File: config.mk
export PLATFORM = sky130hd
export DESIGN_NAME = ssdr_top
export DESIGN_NICKNAME = d
export VERILOG_FILES = /design/src/core/ssdr_pkg.sv /design/src/core/ssdr_shifter.sv /design/src/core/ssdr_top.sv
export SDC_FILE = /design/constraint.sdc
export NUM_CORES = 1
export LEC_CHECK = 0
export ABC_AREA = 1
export ABC_CLOCK_PERIOD_IN_PS = 2600
export BUFFER_PORTS_ARGS = -buffer_cell sky130_fd_sc_hd__buf_2
export CAP_MARGIN = 25
export CORE_ASPECT_RATIO = 0.75
export CORE_MARGIN = 4
export CORE_UTILIZATION = 35
export DETAILED_ROUTE_END_ITERATION = 16
export SYNTH_ARGS = -nofsm -noshare
export SYNTH_HDL_FRONTEND = slang
export SYNTH_HIERARCHICAL = 1
export SYNTH_SLANG_ARGS = --single-unit
File: constraint.sdc
create_clock -name clk_sys_i -period 2.6 [get_ports clk_sys_i]
set_input_delay 0 -clock clk_sys_i [delete_from_list [all_inputs] [get_ports clk_sys_i]]
set_output_delay 0 -clock clk_sys_i [all_outputs]
set_load 0.1 [all_outputs]
File: src/core/ssdr_pkg.sv
// Package of constants for the serial status and data register block
// What this block does
// - Transfer-complete flag sets at each byte end; interrupt when enabled.
// - Transfer-complete clears after status access then data read or write.
// - Data writes ignored while transfer-complete set until status read.
// - Write-collision flag sets on data write during a transmission.
// - Overrun sets when new byte arrives while transfer-complete still set.
// - Overrun clears when software reads the status register.
// - Enabled master mode with internal select low sets mode-fault flag.
// - Mode fault clears after status access while set, then control write.
// - Output-disable stops the data output; otherwise output follows enable, and select in slave mode.
// - Select management picks pin or software select bit as internal select.
// - Software select bit zero selects, one deselects.
// - In master mode an accepted data write starts one byte exchange.
// - Received byte copied to read buffer at completion; reads return it.
// - Data write loads the transmit shift register directly.
// - Control/status register resets to zero; data undefined.
// - One interrupt while enable set and any of three flags set.
// - Mode fault clears peripheral enable and master select.
package ssdr_pkg;
	// ----------------------------------------
	// Register offsets (byte addresses = 4 * index)
	// ----------------------------------------
	localparam logic [7:0] SSDR_IDX_DATA = 8'h21;
	localparam logic [7:0] SSDR_IDX_CTRL = 8'h22;
	localparam logic [7:0] SSDR_IDX_CSR = 8'h23;
	localparam logic [7:0] SSDR_IDX_IRQ_STAT = 8'h24;
	localparam logic [7:0] SSDR_IDX_IRQ_CLR = 8'h25;
	localparam logic [7:0] SSDR_IDX_IRQ_EN = 8'h26;
	localparam logic [9:0] SSDR_ADDR_W = 10'h00a;
	// ----------------------------------------
	// Control bits
	// ----------------------------------------
	localparam int SSDR_CR_IRQ_EN = 7;
	localparam int SSDR_CR_PERIPH_EN = 6;
	localparam int SSDR_CR_MASTER = 4;
	localparam int SSDR_CR_CPOL = 3;
	localparam int SSDR_CR_CPHA = 2;
	// ----------------------------------------
	// Control/status bits
	// ----------------------------------------
	localparam int SSDR_CS_DONE = 7;
	localparam int SSDR_CS_WRITE_COLLISION_FLAG = 6;
	localparam int SSDR_CS_OVR = 5;
	localparam int SSDR_CS_MODE_FAULT_FLAG = 4;
	localparam int SSDR_CS_OUT_DIS = 2;
	localparam int SSDR_CS_SW_MANAGE = 1;
	localparam int SSDR_CS_SW_LEVEL = 0;
	localparam logic [7:0] SSDR_CS_RW_MASK = 8'h07;
	localparam logic [7:0] SSDR_CTRL_RESET = 8'h00;
	localparam logic [7:0] SSDR_CSR_RESET = 8'h00;
	// ----------------------------------------
	// Interrupt status bits: done, overrun, mode fault, collision
	// ----------------------------------------
	localparam int SSDR_EV_W = 4;
	localparam logic [3:0] SSDR_EV_RESET = 4'h0;
	// ----------------------------------------
	// Master clock: half period in system cycles
	// ----------------------------------------
	localparam logic [3:0] SSDR_SCK_HALF = 4'h4;
	localparam logic [3:0] SSDR_BITS = 4'h8;
endpackage

File: src/core/ssdr_shifter.sv
// Byte shift engine, master and slave, mode 0/1 via phase bit
`timescale 1ns/1ns
module ssdr_shifter
	import ssdr_pkg::*;
(
	// Clock and reset
	input wire logic clk_sys_i,
	input wire logic rst_i,
	// Control
	input wire logic master_i,
	input wire logic enable_i,
	input wire logic cpol_i,
	input wire logic cpha_i,
	input wire logic select_n_i,
	input wire logic load_i,
	input wire logic [7:0] load_data_i,
	// Synchronised link
	input wire logic sck_i,
	input wire logic sdi_i,
	// Outputs
	output logic sck_o,
	output logic sdo_o,
	output logic busy_o,
	output logic done_o,
	output logic [7:0] rx_o
);
	logic [7:0] sh_q;
	logic [3:0] cnt_q;
	logic [3:0] div_q;
	logic sck_prev_q;
	logic lead;
	logic trail;
	logic ph;
	logic tick;

	// ----------------------------------------
	// Edge sources
	// ----------------------------------------
	assign tick = master_i && busy_o && (div_q == SSDR_SCK_HALF - 4'h1);
	assign ph = master_i ? (sck_o ^ cpol_i) : (sck_prev_q ^ cpol_i);
	always_comb begin
		lead = 1'b0;
		trail = 1'b0;
		if (master_i) begin
			lead = tick && !(sck_o ^ cpol_i);
			trail = tick && (sck_o ^ cpol_i);
		end else if (!select_n_i && (sck_i != sck_prev_q)) begin
			lead = !ph;
			trail = ph;
		end
	end

	always_ff @(posedge clk_sys_i or posedge rst_i) begin
		if (rst_i) begin
			sck_prev_q <= 1'b0;
		end else begin
			sck_prev_q <= sck_i;
		end
	end

	always_ff @(posedge clk_sys_i or posedge rst_i) begin
		if (rst_i) begin
			div_q <= 4'h0;
		end else if (!busy_o || tick) begin
			div_q <= 4'h0;
		end else begin
			div_q <= div_q + 4'h1;
		end
	end

	// ----------------------------------------
	// Shift and count; sample on first or second edge by phase
	// ----------------------------------------
	always_ff @(posedge clk_sys_i or posedge rst_i) begin
		if (rst_i) begin
			sh_q <= 8'h00;
			cnt_q <= 4'h0;
			busy_o <= 1'b0;
			done_o <= 1'b0;
			sck_o <= 1'b0;
			sdo_o <= 1'b0;
		end else begin
			done_o <= 1'b0;
			if (!enable_i) begin
				busy_o <= 1'b0;
				cnt_q <= 4'h0;
				sck_o <= cpol_i;
			end else if (load_i) begin
				sh_q <= load_data_i;
				busy_o <= master_i;
				cnt_q <= 4'h0;
				sck_o <= cpol_i;
				if (!cpha_i) begin
					sdo_o <= load_data_i[7];
				end
			end else begin
				if (master_i && tick) begin
					sck_o <= !sck_o;
				end
				if (!master_i && select_n_i) begin
					cnt_q <= 4'h0;
				end
				if ((lead && cpha_i) || (trail && !cpha_i)) begin
					sdo_o <= sh_q[7];
				end
				if ((lead && !cpha_i) || (trail && cpha_i)) begin
					sh_q <= {sh_q[6:0], sdi_i};
					if ((cnt_q == SSDR_BITS - 4'h1) && !(master_i && !cpha_i)) begin
						cnt_q <= 4'h0;
						done_o <= 1'b1;
						busy_o <= 1'b0;
					end else begin
						cnt_q <= cnt_q + 4'h1;
						if (!master_i) begin
							busy_o <= 1'b1;
						end
					end
				end
				// Phase 0 master ends on the last trailing edge, so the clock idles
				if (master_i && !cpha_i && trail && (cnt_q == SSDR_BITS)) begin
					cnt_q <= 4'h0;
					done_o <= 1'b1;
					busy_o <= 1'b0;
				end
			end
		end
	end

	assign rx_o = sh_q;
endmodule

File: src/core/ssdr_top.sv
// Serial status, control and data registers with Avalon-MM slave
//
// Decided for this implementation: register access over Avalon-MM.
`timescale 1ns/1ns
module ssdr_top
	import ssdr_pkg::*;
(
	// Clock and reset
	input wire logic clk_sys_i,
	input wire logic rst_i,
	// Avalon-MM slave
	input wire logic [9:0] avs_address_i,
	input wire logic avs_read_i,
	input wire logic avs_write_i,
	input wire logic [31:0] avs_writedata_i,
	input wire logic [3:0] avs_byteenable_i,
	output logic [31:0] avs_readdata_o,
	output logic avs_waitrequest_o,
	// Interrupt
	output logic irq_o,
	// Serial link
	input wire logic sck_i,
	output logic sck_o,
	output logic sck_oe_o,
	input wire logic sdi_i,
	output logic sdo_o,
	output logic sdo_oe_o,
	input wire logic select_n_i,
	// Select pin released for general use
	output logic select_pin_free_o
);
	// ----------------------------------------
	// Registers
	// ----------------------------------------
	logic [7:0] ctrl_q;
	logic [7:0] csr_q;
	logic [7:0] rx_buf_q;
	logic [3:0] ev_q;
	logic [3:0] ev_en_q;
	logic csr_seen_q;
	logic mode_fault_flag_seen_q;
	logic wr_gate_q;
	logic ack_q;
	logic [1:0] sck_s_q;
	logic [1:0] sdi_s_q;
	logic [1:0] sel_s_q;
	logic [7:0] idx;
	logic acc;
	logic rd;
	logic wr;
	logic data_rd;
	logic data_wr;
	logic data_wr_ok;
	logic csr_rd;
	logic ctrl_wr;
	logic csr_wr;
	logic int_sel_n;
	logic mode_fault_flag_ev;
	logic busy;
	logic done;
	logic sh_sck;
	logic sh_sdo;
	logic [7:0] rx;
	logic [3:0] ev_set;
	logic irq_d;

	function automatic logic hit(input logic [9:0] a, input logic [7:0] i);
		hit = (a[9:2] == i) && (a[1:0] == 2'b00);
	endfunction

	// ----------------------------------------
	// Bus decode: one wait cycle, answer on the second edge
	// ----------------------------------------
	assign acc = (avs_read_i || avs_write_i) && !ack_q;
	assign rd = avs_read_i && !ack_q;
	assign wr = avs_write_i && !ack_q && avs_byteenable_i[0];
	assign idx = avs_address_i[9:2];
	assign data_rd = rd && hit(avs_address_i, SSDR_IDX_DATA);
	assign data_wr = wr && hit(avs_address_i, SSDR_IDX_DATA);
	assign csr_rd = rd && hit(avs_address_i, SSDR_IDX_CSR);
	assign csr_wr = wr && hit(avs_address_i, SSDR_IDX_CSR);
	assign ctrl_wr = wr && hit(avs_address_i, SSDR_IDX_CTRL);
	assign data_wr_ok = data_wr && !wr_gate_q;

	always_ff @(posedge clk_sys_i or posedge rst_i) begin
		if (rst_i) begin
			ack_q <= 1'b0;
			avs_waitrequest_o <= 1'b1;
		end else begin
			ack_q <= acc;
			// Own flop so the output comes straight from a register
			avs_waitrequest_o <= !acc;
		end
	end

	always_ff @(posedge clk_sys_i or posedge rst_i) begin
		if (rst_i) begin
			avs_readdata_o <= 32'h0000_0000;
		end else if (rd) begin
			avs_readdata_o <= 32'h0000_0000;
			case (idx)
				SSDR_IDX_DATA: avs_readdata_o[7:0] <= rx_buf_q;
				SSDR_IDX_CTRL: avs_readdata_o[7:0] <= ctrl_q;
				SSDR_IDX_CSR: avs_readdata_o[7:0] <= csr_q & 8'hf7;
				SSDR_IDX_IRQ_STAT: avs_readdata_o[3:0] <= ev_q;
				SSDR_IDX_IRQ_EN: avs_readdata_o[3:0] <= ev_en_q;
				default: avs_readdata_o <= 32'h0000_0000;
			endcase
		end
	end

	// ----------------------------------------
	// Pin synchronisers
	// ----------------------------------------
	always_ff @(posedge clk_sys_i or posedge rst_i) begin
		if (rst_i) begin
			sck_s_q <= 2'h0;
			sdi_s_q <= 2'h0;
			sel_s_q <= 2'h3;
		end else begin
			sck_s_q <= {sck_s_q[0], sck_i};
			sdi_s_q <= {sdi_s_q[0], sdi_i};
			sel_s_q <= {sel_s_q[0], select_n_i};
		end
	end

	// Internal select from pin or software level
	assign int_sel_n = csr_q[SSDR_CS_SW_MANAGE] ? csr_q[SSDR_CS_SW_LEVEL] : sel_s_q[1];
	assign mode_fault_flag_ev = ctrl_q[SSDR_CR_MASTER] && ctrl_q[SSDR_CR_PERIPH_EN] && !int_sel_n;

	// ----------------------------------------
	// Control register
	// ----------------------------------------
	always_ff @(posedge clk_sys_i or posedge rst_i) begin
		if (rst_i) begin
			ctrl_q <= SSDR_CTRL_RESET;
		end else if (mode_fault_flag_ev) begin
			ctrl_q[SSDR_CR_PERIPH_EN] <= 1'b0;
			ctrl_q[SSDR_CR_MASTER] <= 1'b0;
		end else if (ctrl_wr) begin
			ctrl_q <= avs_writedata_i[7:0];
		end
	end

	// ----------------------------------------
	// Status sequence tracking
	// ----------------------------------------
	always_ff @(posedge clk_sys_i or posedge rst_i) begin
		if (rst_i) begin
			csr_seen_q <= 1'b0;
			mode_fault_flag_seen_q <= 1'b0;
			wr_gate_q <= 1'b0;
		end else begin
			if (csr_rd || csr_wr) begin
				csr_seen_q <= 1'b1;
				mode_fault_flag_seen_q <= csr_q[SSDR_CS_MODE_FAULT_FLAG];
			end else begin
				if (data_rd || data_wr) begin
					csr_seen_q <= 1'b0;
				end
				if (ctrl_wr) begin
					mode_fault_flag_seen_q <= 1'b0;
				end
			end
			// Gate opens only on a status read after the flag set
			if (done) begin
				wr_gate_q <= 1'b1;
			end else if (csr_rd) begin
				wr_gate_q <= 1'b0;
			end
		end
	end

	// ----------------------------------------
	// Control/status register; set wins over clear
	// ----------------------------------------
	always_ff @(posedge clk_sys_i or posedge rst_i) begin
		if (rst_i) begin
			csr_q <= SSDR_CSR_RESET;
		end else begin
			if (csr_wr) begin
				csr_q[2:0] <= avs_writedata_i[2:0] & SSDR_CS_RW_MASK[2:0];
			end
			if (done) begin
				csr_q[SSDR_CS_DONE] <= 1'b1;
			end else if (csr_seen_q && (data_rd || data_wr)) begin
				csr_q[SSDR_CS_DONE] <= 1'b0;
			end
			if (data_wr && busy) begin
				csr_q[SSDR_CS_WRITE_COLLISION_FLAG] <= 1'b1;
			end else if (csr_seen_q && (data_rd || data_wr)) begin
				csr_q[SSDR_CS_WRITE_COLLISION_FLAG] <= 1'b0;
			end
			if (done && csr_q[SSDR_CS_DONE]) begin
				csr_q[SSDR_CS_OVR] <= 1'b1;
			end else if (csr_rd) begin
				csr_q[SSDR_CS_OVR] <= 1'b0;
			end
			if (mode_fault_flag_ev) begin
				csr_q[SSDR_CS_MODE_FAULT_FLAG] <= 1'b1;
			end else if (mode_fault_flag_seen_q && ctrl_wr) begin
				csr_q[SSDR_CS_MODE_FAULT_FLAG] <= 1'b0;
			end
		end
	end

	// Buffer only updated at completion, never live
	always_ff @(posedge clk_sys_i) begin
		if (done) begin
			rx_buf_q <= rx;
		end
	end

	// ----------------------------------------
	// Shift engine
	// ----------------------------------------
	ssdr_shifter u_shift (
		.clk_sys_i(clk_sys_i),
		.rst_i(rst_i),
		.master_i(ctrl_q[SSDR_CR_MASTER]),
		.enable_i(ctrl_q[SSDR_CR_PERIPH_EN]),
		.cpol_i(ctrl_q[SSDR_CR_CPOL]),
		.cpha_i(ctrl_q[SSDR_CR_CPHA]),
		.select_n_i(int_sel_n),
		.load_i(data_wr_ok && !busy),
		.load_data_i(avs_writedata_i[7:0]),
		.sck_i(sck_s_q[1]),
		.sdi_i(sdi_s_q[1]),
		.sck_o(sh_sck),
		.sdo_o(sh_sdo),
		.busy_o(busy),
		.done_o(done),
		.rx_o(rx)
	);

	// ----------------------------------------
	// Pin drivers, registered
	// ----------------------------------------
	always_ff @(posedge clk_sys_i or posedge rst_i) begin
		if (rst_i) begin
			sck_o <= 1'b0;
			sck_oe_o <= 1'b0;
			sdo_o <= 1'b0;
			sdo_oe_o <= 1'b0;
			select_pin_free_o <= 1'b0;
		end else begin
			sck_o <= sh_sck;
			sck_oe_o <= ctrl_q[SSDR_CR_PERIPH_EN] && ctrl_q[SSDR_CR_MASTER];
			sdo_o <= sh_sdo;
			// Slave drives only while selected to share the line
			sdo_oe_o <= ctrl_q[SSDR_CR_PERIPH_EN] && !csr_q[SSDR_CS_OUT_DIS]
				&& (ctrl_q[SSDR_CR_MASTER] || !int_sel_n);
			select_pin_free_o <= csr_q[SSDR_CS_SW_MANAGE];
		end
	end

	// ----------------------------------------
	// Interrupt: sticky events, enable, write-one clear
	// ----------------------------------------
	assign ev_set = {data_wr && busy, mode_fault_flag_ev, done && csr_q[SSDR_CS_DONE], done};
	always_ff @(posedge clk_sys_i or posedge rst_i) begin
		if (rst_i) begin
			ev_q <= SSDR_EV_RESET;
			ev_en_q <= SSDR_EV_RESET;
		end else begin
			ev_q <= ev_set | (ev_q & ~((wr && hit(avs_address_i, SSDR_IDX_IRQ_CLR))
				? avs_writedata_i[3:0] : 4'h0));
			if (wr && hit(avs_address_i, SSDR_IDX_IRQ_EN)) begin
				ev_en_q <= avs_writedata_i[3:0];
			end
		end
	end

	// Flag-level request plus sticky-event request
	assign irq_d = (ctrl_q[SSDR_CR_IRQ_EN] && (csr_q[SSDR_CS_DONE] || csr_q[SSDR_CS_OVR]
		|| csr_q[SSDR_CS_MODE_FAULT_FLAG])) || |(ev_q & ev_en_q);
	always_ff @(posedge clk_sys_i or posedge rst_i) begin
		if (rst_i) begin
			irq_o <= 1'b0;
		end else begin
			irq_o <= irq_d;
		end
	end
endmodule

Yosys cells after proc, flatten, opt, wreduce, memory -nomap -nowiden
Index checks and enable logic that the tools add are counted.
- input bits: 53
- flip-flop bits (word level): 77
- word-level logic and storage cells: 187
- bitwise gates (word level): 7
- eq/ne operators: 15
- add/sub/neg operators: 2
- mux-type cells: 50
- reductions and logical operators: 80
- operators by type and width (operator ; number):
    == test 8 x 6 -> 1 bit, second input constant ; 6
    logical AND 1 bit ; 42
    two-way mux 1 bit ; 37
    two-way mux 4 bit ; 8
    one-hot mux 4 bit (5 select lines) ; 1
    nonzero test 2 bit ; 10
    two-way mux 8 bit ; 2
    zero test 1 bit ; 12
    one-hot mux 4 bit (3 select lines) ; 1
    logical OR 1 bit ; 10
    adder 4 x 1 -> 4 bit, second input constant ; 2
    bitwise AND 4 bit ; 2
    two-way mux 7 bit ; 1
    AND reduction 2 bit ; 3
    inequality test 5 x 1 -> 1 bit, second input constant ; 1
    inequality test 5 x 2 -> 1 bit, second input constant ; 1
    == test 4 x 2 -> 1 bit, second input constant ; 1
    == test 4 x 3 -> 1 bit, second input constant ; 1
    == test 4 bit, second input constant ; 1
    inequality test 4 x 1 -> 1 bit, second input constant ; 1
    NOT 4 bit ; 1
    OR 4 bit ; 1
    OR reduction 4 bit ; 1
    inequality test 3 x 1 -> 1 bit, second input constant ; 1
    6 further kinds ; 7

Longest topological paths before layout
- word-level depth: 11
- gate-level depth with buffers: 15
- gate-level depth less buffers: 14

Cells and area by module
The synthesis kept the hierarchy.
- modules (own cells, without submodules) (module ; times used ; area an instance (um^2) ; cells each):
    ssdr_top ; 1 ; 2777.7 ; 291
    ssdr_shifter ; 1 ; 1260.0 ; 154

Worst setup path before layout
OpenSTA, ideal clock, no wires.
- path type: reg2reg
- start: register ack_q
- end: register u_shift.cnt_q[0]
- stages on the path, launching flop included: 14
- path buffers: 1
- arrival time: 1830 ps
- data required time: 2483 ps
- setup slack: 653 ps
- period minus slack after synthesis: 1947 ps
- cell sequence: dfrtp_1 > inv_2 > nand3_2 > nor2_8 > nand3_1 > nor4_2 > buf_2 > inv_1 > nand2_1 > inv_1 > nand3_1 > inv_1 > nand3_1 > nand2_1
- longest elaborated chain between the ends: 8
- RTL lines (item ; RTL line ; text):
    from (decl) ; ssdr_top.sv:43 ; logic ack_q;
    from (signal assigned) ; ssdr_top.sv:87 ; ack_q <= 1'b0;
    from (signal assigned) ; ssdr_top.sv:90 ; ack_q <= acc;
    zero test 1 bit * ; ssdr_top.sv:76 ; assign wr = avs_write_i && !ack_q && avs_byteenable_i[0];
    logical AND 1 bit * (2 in series) ; ssdr_top.sv:76 ;
    logical AND 1 bit * ; ssdr_top.sv:79 ; assign data_wr = wr && hit(avs_address_i, SSDR_IDX_DATA);
    logical AND 1 bit * ; ssdr_top.sv:83 ; assign data_wr_ok = data_wr && !wr_gate_q;
    logical AND 1 bit * ; ssdr_top.sv:225 ; .load_i(data_wr_ok && !busy),
    two-way mux 4 bit ; ssdr_shifter.sv:88 ; end else if (load_i) begin
    two-way mux 4 bit ; ssdr_shifter.sv:84 ; if (!enable_i) begin
    to (signal assigned) ; ssdr_shifter.sv:113 ; cnt_q <= cnt_q + 4'h1;
    to (decl) ; ssdr_shifter.sv:28 ; logic [3:0] cnt_q;
Every way passes the cells marked *; elsewhere a longest branch is shown, timed or not.
A chain may end at the register's enable or synchronous reset.

Worst setup path in the final report
Ends and elaborated chain as after synthesis.

==> impl_metrics.csv <==
group,metric,value,unit
outcome,status,"finished clean",
worst_setup_path,critical_path_origin,"ack_q",
worst_setup_path,reg2reg_slack,0.45,ns
die,overall_die_area,0.0133,sq mm
worst_setup_path,worstSetupPathType,"flip-flop to flip-flop",
synth,synth_largest_area_cell,"dfrtp_1",
timing,worst-slew-pin-transition,0.855,ns
timing,part_of_the_cycle_the_worst_path_needs,82.5,%
worst_setup_path,worst-r2r-cell-count,12,
cts,max-clock-path-buffers,2,
drt,detailed_route_via_count,3011,
synth,netlist_top_cells_area,"dfrtp_1, nand2_1, nand3_1, edfxtp_1, inv_1",
synth,post_synth_num_cell_types,39,
die,dieHeight,101,microns
place,place_congestion,0.863,
timing,rsz0062_at_grt,"false",
timing,fin_setup_tns,0,ns
synth,synth-seq-cells,77,
worst_setup_path,startpoint_type,"flip-flop",
drt,wl,8850,microns
worst_setup_path,crit_path_max_fanout,8,
die,floorplan.die.width,132,microns
timing,report.final.hold_viol_count,0,
cts,post_cts_resize_count,0,
finish,finalNetCount,559,
grt,global_route.overflow_total,0,
place,dp_slack,0.470,ns
die,core,0.0111,sq mm
grt,grt_max_degree,30,
grt,grt_antenna_before_repair,0,
grt,track_usage,14.3,%
worst_setup_path,crit-reg2reg-capture,"u_shift/cnt_q[0]",
cts,clock-root-buffer,"clkbuf_16",
place,detailed_place_hpwl,6660,microns
drt,post_drt_via_cell_ratio,4.65,
worst_setup_path,rr_startpoint,"ack_q",
synth,synth.cell_area,0.00404,sq mm
synth,synth_top_area_share,40.9,%
drt,drt_iter0_markers,224,
synth,ys.warnings.count,6,
synth,top_ff_cell_synth,"dfrtp_1",
finish,diodes,0,
finish,growth_of_design_area_from_synthesis_to_finish,16.8,%
die,ioPinCount,92,
worst_setup_path,cp-endpoint,"u_shift/cnt_q[0]",
synth,synth_enable_flop_cells,8,
hold_path,worst_hold_path_type,"input pin to flip-flop",
cts,cts.repair_timing.setup_buffer_count,0,
timing,max-slew-margin-rel,43.0,%
timing,whs,0.0393,ns
drt,avgRoutedWirePerCell,13.7,microns
timing,final.setup.worst_slack,0.454,ns
timing,max_clock_freq,0.466,GHz
drt,drt_drc_violations_left,0,
power,vdd_drop_max,0.392,mV
synth,leading_post_synthesis_cells_by_instance_count,"nand2_1, dfrtp_1, inv_1",
cts,cts_buf_count,9,
synth,async_flop_share,89.6,%
worst_setup_path,endpoint_kind,"flip-flop",
cts,htree_levels,3,
finish,final_util,42.4,%
grt,via_count_of_the_first_global_routing_pass,3002,
timing,layout_min_cycle_time,2.15,ns
place,place.port_buffers,40,
timing,worst_skew,0.00726,ns
worst_setup_path,arrival,2.36,ns
synth,yosysSeqAreaShare,48.8,%
synth,syn_avg_cell_area,9.07,sq um
cts,clock_tree_from_tritoncts,"yes",
grt,grt_first_pass_wirelength,15200,microns
cts,tritoncts_num_sinks,77,
drt,detail_route.first_pass.iterations,4,
power,powerDensity,646,mW/mm^2
cts,clk_transition_reported_paths,0.06,ns
power,power_leakage,2.48,nW
worst_setup_path,worst-endpoint-required,2.81,ns
run,max_cap_violations,0,
finish,final_layout_size_suffix_gt1_share,22.4,%
drt,antenna_violating_nets_post_route,0,
cts,clkLatencyLatePin,0.33,ns
timing,report.final.setup_viol,0,
synth,netlist_instances,445,
die,core.rowCount,33,
die,initial_cell_density_of_the_core,36.4,%
timing,slew_violations,0,
synth,synth.most_common_cell,"nand2_1",
==> area by class of cell <==
cell class	count	area, sq um
clock buffers	13	272
well taps	140	175
clock inverters	3	65.1
repair buffers	55	343
inverters	58	218
fillers	1090	6390
flip-flops and latches	77	1970
multi-input cells	302	1670
==> critical path: stages (launching register included) <==
cell and delay (ns):
dfrtp_1 0.37, inv_2 0.06, nand3_2 0.16, nor2_8 0.24
nand3_1 0.12, nor4_2 0.26, inv_1 0.25, nand2_1 0.13
inv_1 0.11, nand3_1 0.13, inv_1 0.07, nand3_1 0.06
nand2_1 0.06
==> what timing repair did <==
item                                    in CTS  in global routing
hold buffers                                12                  0
endpoints found under the hold margin       55                  0
endpoints found under the setup margin       0                  0
==> layout by cell type (no fill, tap or decap), types with 8 or more instances in the layout <==
master         count
nand2_2           10
dlygate4sd3_1     12
inv_1             53
conb_1            24
clkbuf_16         10
dfrtp_1           66
o21ai_0           13
edfxtp_1           8
a21oi_1            8
nand2_1          107
buf_2             40
o21ai_1            8
nor2_1            17
nand3_1           52
o21ai_2           16
==> through the flow <==
stage | cell area, sq um | power [W] | instances
2_1_floorplan | 4120 | 0.00163 | 468
3_3_place_gp | 4260 | 0.00166 | 620
3_5_place_dp | 4260 | 0.00166 | 620
4_1_cts | 4710 | 0.00309 | 648
5_1_grt | 4710 | 0.00317 | 648
6_report | 4710 | 0.00304 | 648
==> cell families (layout without fill, tap and decap cells) <==
| kind of cell | count (synthesis) | in the layout | share of synthesized area [%] |
|---|---|---|---|
| muxes | 7 | 7 | 1.74 |
| other | 1 | 24 | 0.0929 |
| AOI/OAI and AO/OA | 49 | 49 | 7.81 |
| and+or+nand+nor | 216 | 216 | 28.0 |
| xor gates and xnor gates | 3 | 3 | 0.651 |
| adders and majority gates | 3 | 3 | 0.930 |
| buffers and inverters | 89 | 129 | 11.9 |
| DFF | 77 | 77 | 48.8 |
==> state kept, by name, summed over array words and instances (netlist names), 2 cells and up <==
signal	flops
ev_q	4
u_shift/div_q	4
u_shift/rx_o	8
sel_s_q	2
sck_s_q	2
avs_readdata_o	8
csr_q	7
rx_buf_q	8
ev_en_q	4
u_shift/cnt_q	4
ctrl_q	8
sdi_s_q	2
==> metal layers <==
| layer | wire (microns) | track usage, % |
|---|---|---|
| met1 | 4380 | 20.4 |
| met2 | 3930 | 21.7 |
| met3 | 494 | 3.14 |
| met4 | 47 | 4.44 |
| met5 | 0 | 0 |
==> how the worst min path moves through the flow <==
stage / startpoint / end / slack [ns] / cells after the start
finish: avs_writedata_i[1] / u_shift/rx_o[1] / 0.04 / 3
global route: avs_writedata_i[1] / u_shift/rx_o[1] / 0.04 / 3
CTS: avs_writedata_i[1] / u_shift/rx_o[1] / 0.008 / 3
detailed placement: rst_i / sdi_s_q[0] / 0.09 / 2
global placement: rst_i / sdi_s_q[0] / 0.08 / 2
floorplan: rst_i / u_shift/busy_o / -0.02 / 1
==> where the power goes <==
| group | leakage [nW] | internal [W] | switching [W] |
|---|---|---|---|
| combinational | 1.32 | 0.0000604 | 0.000345 |
| clock | 0.165 | 0.000924 | 0.000465 |
| sequential | 0.996 | 0.00124 | 0.0000111 |
| total | 2.48 | 0.00222 | 0.000821 |
Power figures use the tool's default switching activity.
